### src/rtl/pptc_pkg.sv
// Package for the per-port priority and tag control register bank.
package pptc_pkg;
    localparam int          ADDR_W            = 8;
    localparam int          DATA_W            = 8;
    localparam int          NUM_PORTS         = 4;
    localparam logic [7:0]  PORT1_CTRL_OFF    = 8'h20;
    localparam logic [7:0]  PORT2_CTRL_OFF    = 8'h30;
    localparam logic [7:0]  PORT3_CTRL_OFF    = 8'h40;
    localparam logic [7:0]  PORT4_CTRL_OFF    = 8'h50;
    localparam logic [7:0]  RSVD_SLOT_16_OFF  = 8'h10;
    localparam logic [7:0]  PORT_CTRL_RST     = 8'h00;
    localparam logic [7:0]  RD_UNMAPPED_VAL   = 8'h00;
    localparam logic [1:0]  QUEUE_RST         = 2'h0;
    localparam int          BIT_STORM         = 7;
    localparam int          BIT_DSCP          = 6;
    localparam int          BIT_UPRI          = 5;
    localparam int          BIT_PRIO_HI       = 4;
    localparam int          BIT_PRIO_LO       = 3;
    localparam int          BIT_TAG_INS       = 2;
    localparam int          BIT_TAG_REM       = 1;
    localparam int          BIT_QSPLIT        = 0;

    // Classification request for a received frame.
    typedef struct packed {
        logic       valid;
        logic [1:0] port;
        logic       dscp_ok;
        logic [1:0] dscp_prio;
        logic       upri_ok;
        logic [1:0] upri_prio;
    } pptc_cls_req_s;

    // Egress tag request for an outgoing frame.
    typedef struct packed {
        logic       valid;
        logic [1:0] egress_port;
        logic [1:0] ingress_port;
        logic       rx_tagged;
    } pptc_tag_req_s;

    // Egress tag decision.
    typedef struct packed {
        logic       valid;
        logic       insert;
        logic       strip;
        logic [1:0] vid_port;
    } pptc_tag_rsp_s;
endpackage

### src/rtl/pptc_port_ctrl.sv
// Per-port priority and tag control registers with frame decision logic.
//
// Operation
// - One control byte per port at fixed offsets.
// - Bit 7 enables ingress broadcast storm protection.
// - Bit 6 enables DiffServ priority classification.
// - Bit 5 enables 802.1p priority classification.
// - Bits 4:3 select default queue directly.
// - Default queue used when classification absent.
// - All classification enables may coexist freely.
// - Both results ORed, replacing default.
// - Bit 2 inserts tag on untagged frames.
// - Already tagged frames never get second tag.
// - Inserted tag uses ingress port VID.
// - Bit 1 strips tag from tagged frames.
// - Untagged frames pass unmodified under removal.
// - Bits 7:1 reset to zero.
// - Bit 0 is read/write queue split enable.
`timescale 1ns/10ps

module pptc_port_ctrl
    import pptc_pkg::*;
(
    input  wire logic                          clk,
    input  wire logic                          reset_n,
    input  wire logic [pptc_pkg::ADDR_W-1:0]   reg_addr,
    input  wire logic [pptc_pkg::DATA_W-1:0]   reg_wdata,
    input  wire logic                          reg_wr,
    input  wire logic                          reg_rd,
    output logic      [pptc_pkg::DATA_W-1:0]   reg_rdata,
    input  wire pptc_pkg::pptc_cls_req_s       cls_req,
    output logic                               cls_valid,
    output logic      [1:0]                    cls_queue,
    output logic                               cls_storm_en,
    input  wire pptc_pkg::pptc_tag_req_s       tag_req,
    output pptc_pkg::pptc_tag_rsp_s            tag_rsp,
    output logic      [3:0]                    qsplit_en
);
    import pptc_pkg::*;

    logic [DATA_W-1:0] ctrl_ff [NUM_PORTS];
    logic [DATA_W-1:0] rdata_ff;
    logic              cls_valid_ff;
    logic [1:0]        cls_queue_ff;
    logic              cls_storm_ff;
    pptc_tag_rsp_s     tag_rsp_ff;
    logic [3:0]        qsplit_ff;
    logic [DATA_W-1:0] nxt_rdata;
    logic [1:0]        nxt_queue;
    logic [DATA_W-1:0] icfg;
    logic [DATA_W-1:0] ecfg;
    logic              wr_hit;
    logic [1:0]        wr_idx;

    ////////////////////////////////////////////////////////////////////////////
    // Address decode.

    always_comb begin
        wr_hit = 1'b1;
        wr_idx = 2'd0;
        if (reg_addr == PORT1_CTRL_OFF) begin
            wr_idx = 2'd0;
        end else if (reg_addr == PORT2_CTRL_OFF) begin
            wr_idx = 2'd1;
        end else if (reg_addr == PORT3_CTRL_OFF) begin
            wr_idx = 2'd2;
        end else if (reg_addr == PORT4_CTRL_OFF) begin
            wr_idx = 2'd3;
        end else begin
            wr_hit = 1'b0;
        end
    end

    ////////////////////////////////////////////////////////////////////////////
    // Register writes.

    always_ff @(posedge clk or negedge reset_n) begin
        if (!reset_n) begin
            for (int i = 0; i < NUM_PORTS; i++) begin
                ctrl_ff[i] <= PORT_CTRL_RST;
            end
        end else if (reg_wr && wr_hit) begin
            ctrl_ff[wr_idx] <= reg_wdata;
        end
    end

    // Read data, one cycle later; unmapped reads return zero.
    always_comb begin
        nxt_rdata = RD_UNMAPPED_VAL;
        if (reg_rd && wr_hit) begin
            nxt_rdata = ctrl_ff[wr_idx];
        end
    end

    always_ff @(posedge clk or negedge reset_n) begin
        if (!reset_n) begin
            rdata_ff <= RD_UNMAPPED_VAL;
        end else begin
            rdata_ff <= nxt_rdata;
        end
    end

    always_ff @(posedge clk or negedge reset_n) begin
        if (!reset_n) begin
            qsplit_ff <= 4'h0;
        end else begin
            for (int i = 0; i < NUM_PORTS; i++) begin
                qsplit_ff[i] <= ctrl_ff[i][BIT_QSPLIT];
            end
        end
    end

    ////////////////////////////////////////////////////////////////////////////
    // Ingress classification.

    assign icfg = ctrl_ff[cls_req.port];

    always_comb begin
        nxt_queue = icfg[BIT_PRIO_HI:BIT_PRIO_LO];
        if ((icfg[BIT_DSCP] && cls_req.dscp_ok) || (icfg[BIT_UPRI] && cls_req.upri_ok)) begin
            nxt_queue = ((icfg[BIT_DSCP] && cls_req.dscp_ok) ? cls_req.dscp_prio : 2'b00)
                      | ((icfg[BIT_UPRI] && cls_req.upri_ok) ? cls_req.upri_prio : 2'b00);
        end
    end

    always_ff @(posedge clk or negedge reset_n) begin
        if (!reset_n) begin
            cls_valid_ff <= 1'b0;
            cls_queue_ff <= QUEUE_RST;
            cls_storm_ff <= 1'b0;
        end else begin
            cls_valid_ff <= cls_req.valid;
            cls_queue_ff <= cls_req.valid ? nxt_queue : QUEUE_RST;
            cls_storm_ff <= cls_req.valid && icfg[BIT_STORM];
        end
    end

    ////////////////////////////////////////////////////////////////////////////
    // Egress tag handling.

    assign ecfg = ctrl_ff[tag_req.egress_port];

    always_ff @(posedge clk or negedge reset_n) begin
        if (!reset_n) begin
            tag_rsp_ff <= '0;
        end else begin
            tag_rsp_ff.valid <= tag_req.valid;
            tag_rsp_ff.insert <= tag_req.valid && ecfg[BIT_TAG_INS] && !tag_req.rx_tagged;
            tag_rsp_ff.strip <= tag_req.valid && ecfg[BIT_TAG_REM] && tag_req.rx_tagged;
            tag_rsp_ff.vid_port <= tag_req.valid ? tag_req.ingress_port : 2'd0;
        end
    end

    assign reg_rdata    = rdata_ff;
    assign cls_valid    = cls_valid_ff;
    assign cls_queue    = cls_queue_ff;
    assign cls_storm_en = cls_storm_ff;
    assign tag_rsp      = tag_rsp_ff;
    assign qsplit_en    = qsplit_ff;
endmodule

### config.mk
export PLATFORM = sky130hd
export DESIGN_NAME = pptc_port_ctrl
export DESIGN_NICKNAME = d
export VERILOG_FILES = /design/src/rtl/pptc_pkg.sv /design/src/rtl/pptc_port_ctrl.sv
export SDC_FILE = /design/constraint.sdc
export NUM_CORES = 1
export LEC_CHECK = 0
export ABC_AREA = 1
export BUFFER_PORTS_ARGS = -buffer_cell sky130_fd_sc_hd__buf_2
export CORE_MARGIN = 2
export CORE_UTILIZATION = 30
export DETAILED_ROUTE_END_ITERATION = 12
export SYNTH_ARGS = -nofsm -noshare
export SYNTH_HDL_FRONTEND = slang
export SYNTH_SLANG_ARGS = --single-unit
### constraint.sdc
create_clock -name clk -period 1.19 [get_ports clk]
set_clock_uncertainty 0.15 [all_clocks]
set_input_delay 0.119 -clock clk [delete_from_list [all_inputs] [get_ports clk]]
set_output_delay 0.119 -clock clk [all_outputs]
set_load 0.02 [all_outputs]
# Word-level counts from Yosys, hierarchy flattened
# Cells that the tools add are included.
# Widths: inputs -> output; s select.
# totals
input_bits	35
word_cells	63
regBits	53
output_inout_bits	21
# classes
magnitude_cmp	4
mux	26
bitwise_logic	4
n_eq_ne	4
n_reduce_logical	12
# op_table
cell	n
$bmux 8 s2	3
$mux 8	6
$bwmux 32	1
$mux 2	9
$demux 8 s2	1
$eq 8x6->1 const B	2
$eq 8x7->1 const B	2
$logic_and 1x1->1	10
$ge 3x3->1 const B	3
$not 2->3	3
$mux 3	2
$mux 1	4
$lt 3x1->1 const B	1
$or 2x2->2	1
$logic_not 1->1	1
$logic_or 1x1->1	1

# Depth between registers and ports, before layout
# depth
ltp_word	11
mapped_depth	9
mapped_depth_nobuf	9

# Least setup slack after synthesis
# No wires, ideal clock.
# synth_path
kind	input -> register
startpoint	input port reg_addr[1] (netlist bit)
endpoint	register ctrl_ff[21] (netlist bit)
t_arrival_ps	989
setup_time_ps	121
path_buffers	1
slack_ps	-70
cell_stages	9
t_required_ps	919
cell_sequence	nor2_2 -> nand2_4 -> inv_4 -> nand2_4 -> nor2_8 -> nand2_4 -> buf_6 -> nand2_1 -> o21ai_2
# synth_via
elab_chain_cells	11
elab_cells_between_ends	20
cone_classes	order compare (2); eq/ne (4); mux (11); bitwise (1); reduce/logical (2)
# synth_rtl
element	line_no	rtl
start, declared	pptc_port_ctrl.sv:26	input wire logic [pptc_pkg::ADDR_W-1:0] reg_addr,
$eq 8x7->1	pptc_port_ctrl.sv:67	end else if (reg_addr == PORT4_CTRL_OFF) begin
$mux 2	pptc_port_ctrl.sv:67	
$mux 2	pptc_port_ctrl.sv:65	end else if (reg_addr == PORT3_CTRL_OFF) begin
$mux 2	pptc_port_ctrl.sv:63	end else if (reg_addr == PORT2_CTRL_OFF) begin
$mux 2	pptc_port_ctrl.sv:61	if (reg_addr == PORT1_CTRL_OFF) begin
$not 2->3 (implied by the code)	pptc_port_ctrl.sv:83	ctrl_ff[wr_idx] <= reg_wdata;
$ge 3x3->1 (implied by the code) or $lt 3x1->1 (tied branches)	pptc_port_ctrl.sv:83	
$logic_and 1x1->1 (implied by the code)	pptc_port_ctrl.sv:83	
$mux 8 (implied by the code)	pptc_port_ctrl.sv:83	
$demux 8 s2	pptc_port_ctrl.sv:83	
$bwmux 32	pptc_port_ctrl.sv:83	
end signal, assigned by index	pptc_port_ctrl.sv:83	
end, declared	pptc_port_ctrl.sv:41	logic [DATA_W-1:0] ctrl_ff [NUM_PORTS];
# Several ways; a longest one is shown, not always the timed one.
# A chain may end at the register's enable or synchronous reset.

# Worst setup path after layout
# layout_path
startpoint	register ctrl_ff[21] (netlist bit)
endpoint	register rdata_ff[5] (netlist: reg_rdata[5])
# layout_via
elab_chain_cells	4
# layout_rtl
element	line_no	rtl
$bmux 8 s2	pptc_port_ctrl.sv:91	nxt_rdata = ctrl_ff[wr_idx];
$mux 8 (implied by the code) (2 in series)	pptc_port_ctrl.sv:91	
$mux 8	pptc_port_ctrl.sv:90	if (reg_rd && wr_hit) begin
named net nxt_rdata[5]	pptc_port_ctrl.sv:48	logic [DATA_W-1:0] nxt_rdata;
end signal, assigned	pptc_port_ctrl.sv:99	rdata_ff <= nxt_rdata;
end, declared	pptc_port_ctrl.sv:42	logic [DATA_W-1:0] rdata_ff;
# The timed path passes the listed nets, and every way through them passes these cells. The select of a mux whose other input is x is not followed.

==> flow_metrics.tcl <==
set metrics [dict create \
    wl_per_cell_um 12.6 \
    track_usage_pct 13.7 \
    die_area_um2 9680 \
    stdcell_count 511 \
    worstPathArrival_ns 1.25 \
    crit_path_cell_trace "buf_4 -> buf_4 -> nand2_1 -> nand3_1 -> nor2_2 -> nor2_1" \
    clk_path_buf_depth 2 \
    cts_tree "yes" \
    tns_ns -0.0241 \
    power_mw 3.54 \
    stdcell_area_um2 3550 \
    cp_data_required_time_ns 1.23 \
    reg2regPathDepth 6 \
    grt_util_met1_pct 18.3 \
    start_util_pct 30.8 \
    worst-path-buf-inv 2 \
    path_clk_slew_ns 0.09 \
    most-common-layout-cells "nand2_1 (62), buf_2 (55), dfrtp_1 (53), buf_4 (32)" \
    cts_buffers 5 \
    layout_setup_ws_ns -0.0228 \
    fp-row-count 34 \
    synth-warning-count 0 \
    start_kind "register" \
    layout_commonest_cell "nand2_1" \
    hp-class "input port to register" \
    drt_iter0_markers 110 \
    p_per_area_nw_per_um2 997 \
    antenna_found_initial 0 \
    met2_usage_pct 22.9 \
    pin_count 56 \
    core-area_um2 8680 \
    grt_max_degree 54 \
    port_buffers 55 \
    htreeDepth 2 \
    hpwl_um 4710 \
    finalSetupViolations 2 \
    endpoint_kind "register" \
    ys_ff_latch 53 \
    viasPerCell 4.51 \
    holdPathStages 3 \
    clk_latency_ns 0.30 \
    ys_seq_area_share_pct 49.6 \
    synth_ff_type "dfrtp_1" \
    post_route_cells_drive_above_1_share_pct 40.0 \
    firstDrtPassIters 4 \
    syn-cell-area_um2 2670 \
    syn_to_final_growth_pct 33.0 \
    timing_worst_slew_pin_value_ns 0.286 \
    peakVddDrop_mv 0.458 \
    drc 0 \
    grtUsageMet3_pct 2.86 \
    path_max_fanout 2 \
    ys_types 29 \
    synthesis.instances 302 \
    root_buffer "clkbuf_8" \
    placed_cell_area_um2 3310 \
    rr_startpoint "ctrl_ff[21]$_DFFE_PN0P_" \
    antennaDiodeCount 0 \
    fmax_mhz 825 \
    syn_avg_cell_area_um2 8.85 \
    drt_wl_total_um 6420 \
    die_h_um 98.4 \
    dr_total_vias 2303 \
    cp_slowest_stage_delay_ns 0.39 \
    nets 438 \
    synth-edff-count 0 \
    grt_pass1_wl_um 10700 \
    gp_congestion 0.793 \
    busiest_layer "met2" \
    grt_pass1_vias 2204 \
    status "complete, but fails checks" \
    dp.cells 490 \
    syn-num-nets 337 \
    drv_slew 0 \
    p_leak_nw 1.84 \
    hp-start "reg_wdata[0]" \
    max_cap_viol_count 0 \
    timing.final.crit_share_pct 102 \
    min_period_ns 1.21 \
    hold_viol 0 \
    rsz0062_at_grt "yes" \
    fillers 906 \
    violations "setup timing" \
    die_w_um 98.4 \
    ant_nets 0 \
    crit_type "register to register" \
    slew_headroom_pct 80.9 \
    cp.depth 6 \
    crit_slowest_cell "dfrtp_1" \
    cp_common_cell "buf_4" \
    async_reset_ff_share_pct 100 \
    crit_start "ctrl_ff[21]$_DFFE_PN0P_" \
    critical-path-top-delay-family "flip-flops" \
    cts_num_sinks 53 \
    grt_overflow 0 \
]
-- power by group --
part           internal [mW]  switching (mW)  total (mW)  leakage, nW
Combinational          0.279           0.341       0.620         1.08
Clock                  0.463           0.545        1.01       0.0443
Sequential              1.88          0.0408        1.92        0.724
-- layout make-up --
class                   count  area, um^2  area share, %
repair buffers             99         676           19.0
inverters                  39         165           4.65
clock buffers               7        86.3           2.43
well taps                 108         135           3.80
flip-flops and latches     53        1330           37.3
multi-input cells         205        1160           32.8
-- synth_stat cells (2+ instances only) --
cell / n / area share (%)
nand3b_1: 3 / 0.84
buf_6: 3 / 1.3
nor2_4: 2 / 0.84
nand3_1: 32 / 6.0
nand2_2: 5 / 1.2
nand2_1: 67 / 9.4
inv_2: 4 / 0.56
nor2_2: 4 / 0.94
o21ai_1: 8 / 1.5
o21ai_0: 8 / 1.5
inv_1: 33 / 4.6
dfrtp_1: 53 / 50
a21oi_1: 7 / 1.3
nand2_4: 5 / 2.1
o21ai_2: 24 / 7.9
nor2_1: 31 / 4.4
-- metrics by stage --
stage	hold slack [ns]	worst slack (ns)	util, %
2_1_floorplan	-0.327	-0.0177	-
3_3_place_gp	-0.0161	-0.167	38.2
3_5_place_dp	-0.0159	-0.193	38.2
4_1_cts	0.00707	-0.000855	40.4
5_1_grt	0.0149	-0.107	40.9
6_report	0.00167	-0.0228	40.9
-- registers in the layout, summed over array words and instances, names as in the netlist --
| signal | flops |
|---|---|
| cls_valid | 1 |
| qsplit_en | 4 |
| ctrl_ff | 32 |
| cls_queue | 2 |
| tag_rsp | 5 |
| reg_rdata | 8 |
| cls_storm_en | 1 |
-- kinds of logic (layout without fill, tap and decap cells) --
group / count (synthesis) / in the layout / synth area share (%)
AO/OA/AOI/OAI: 49 / 49 / 13.1
AND/OR/NAND/NOR: 156 / 156 / 29.0
flip-flops: 53 / 53 / 49.6
buffers and inverters: 44 / 145 / 8.29
-- path summary, 6_finish.rpt --
check | slack (ns) | to
worst min register to register | 0.27 | qsplit_en[2]$_DFF_PN0_
max in group asynchronous | 0.46 | ctrl_ff[23]$_DFFE_PN0P_
min in group asynchronous | 0.18 | qsplit_en[1]$_DFF_PN0_
worst min-delay path | 0.002 | ctrl_ff[0]$_DFFE_PN0P_
worst max-delay path | -0.02 | reg_rdata[5]$_DFF_PN0_
worst max register to register | -0.02 | reg_rdata[5]$_DFF_PN0_
-- layer usage --
layer | routed length [um] | up-vias
met2 | 3130 | 54
met1 | 2920 | 1078
met4 | 70 | 0
met3 | 295 | 6
li1 | - | 1165
met5 | 0 | -
-- worst min-delay path, delay by kind of cell --
kind / cells / cell delay, ns
AOI/OAI and AO/OA: 1 / 0.14
buffers and inverters: 2 / 0.16
-- what timing repair did --
action / in CTS / in global routing
setup endpoints to repair: 2 / 4
pin swaps: 7 / 5
endpoints found under the hold margin: 64 / 0
buffers inserted: 2 / 4
gates resized for setup: 7 / 5
hold buffers: 8 / 0
(Power assumes the default switching activity.)
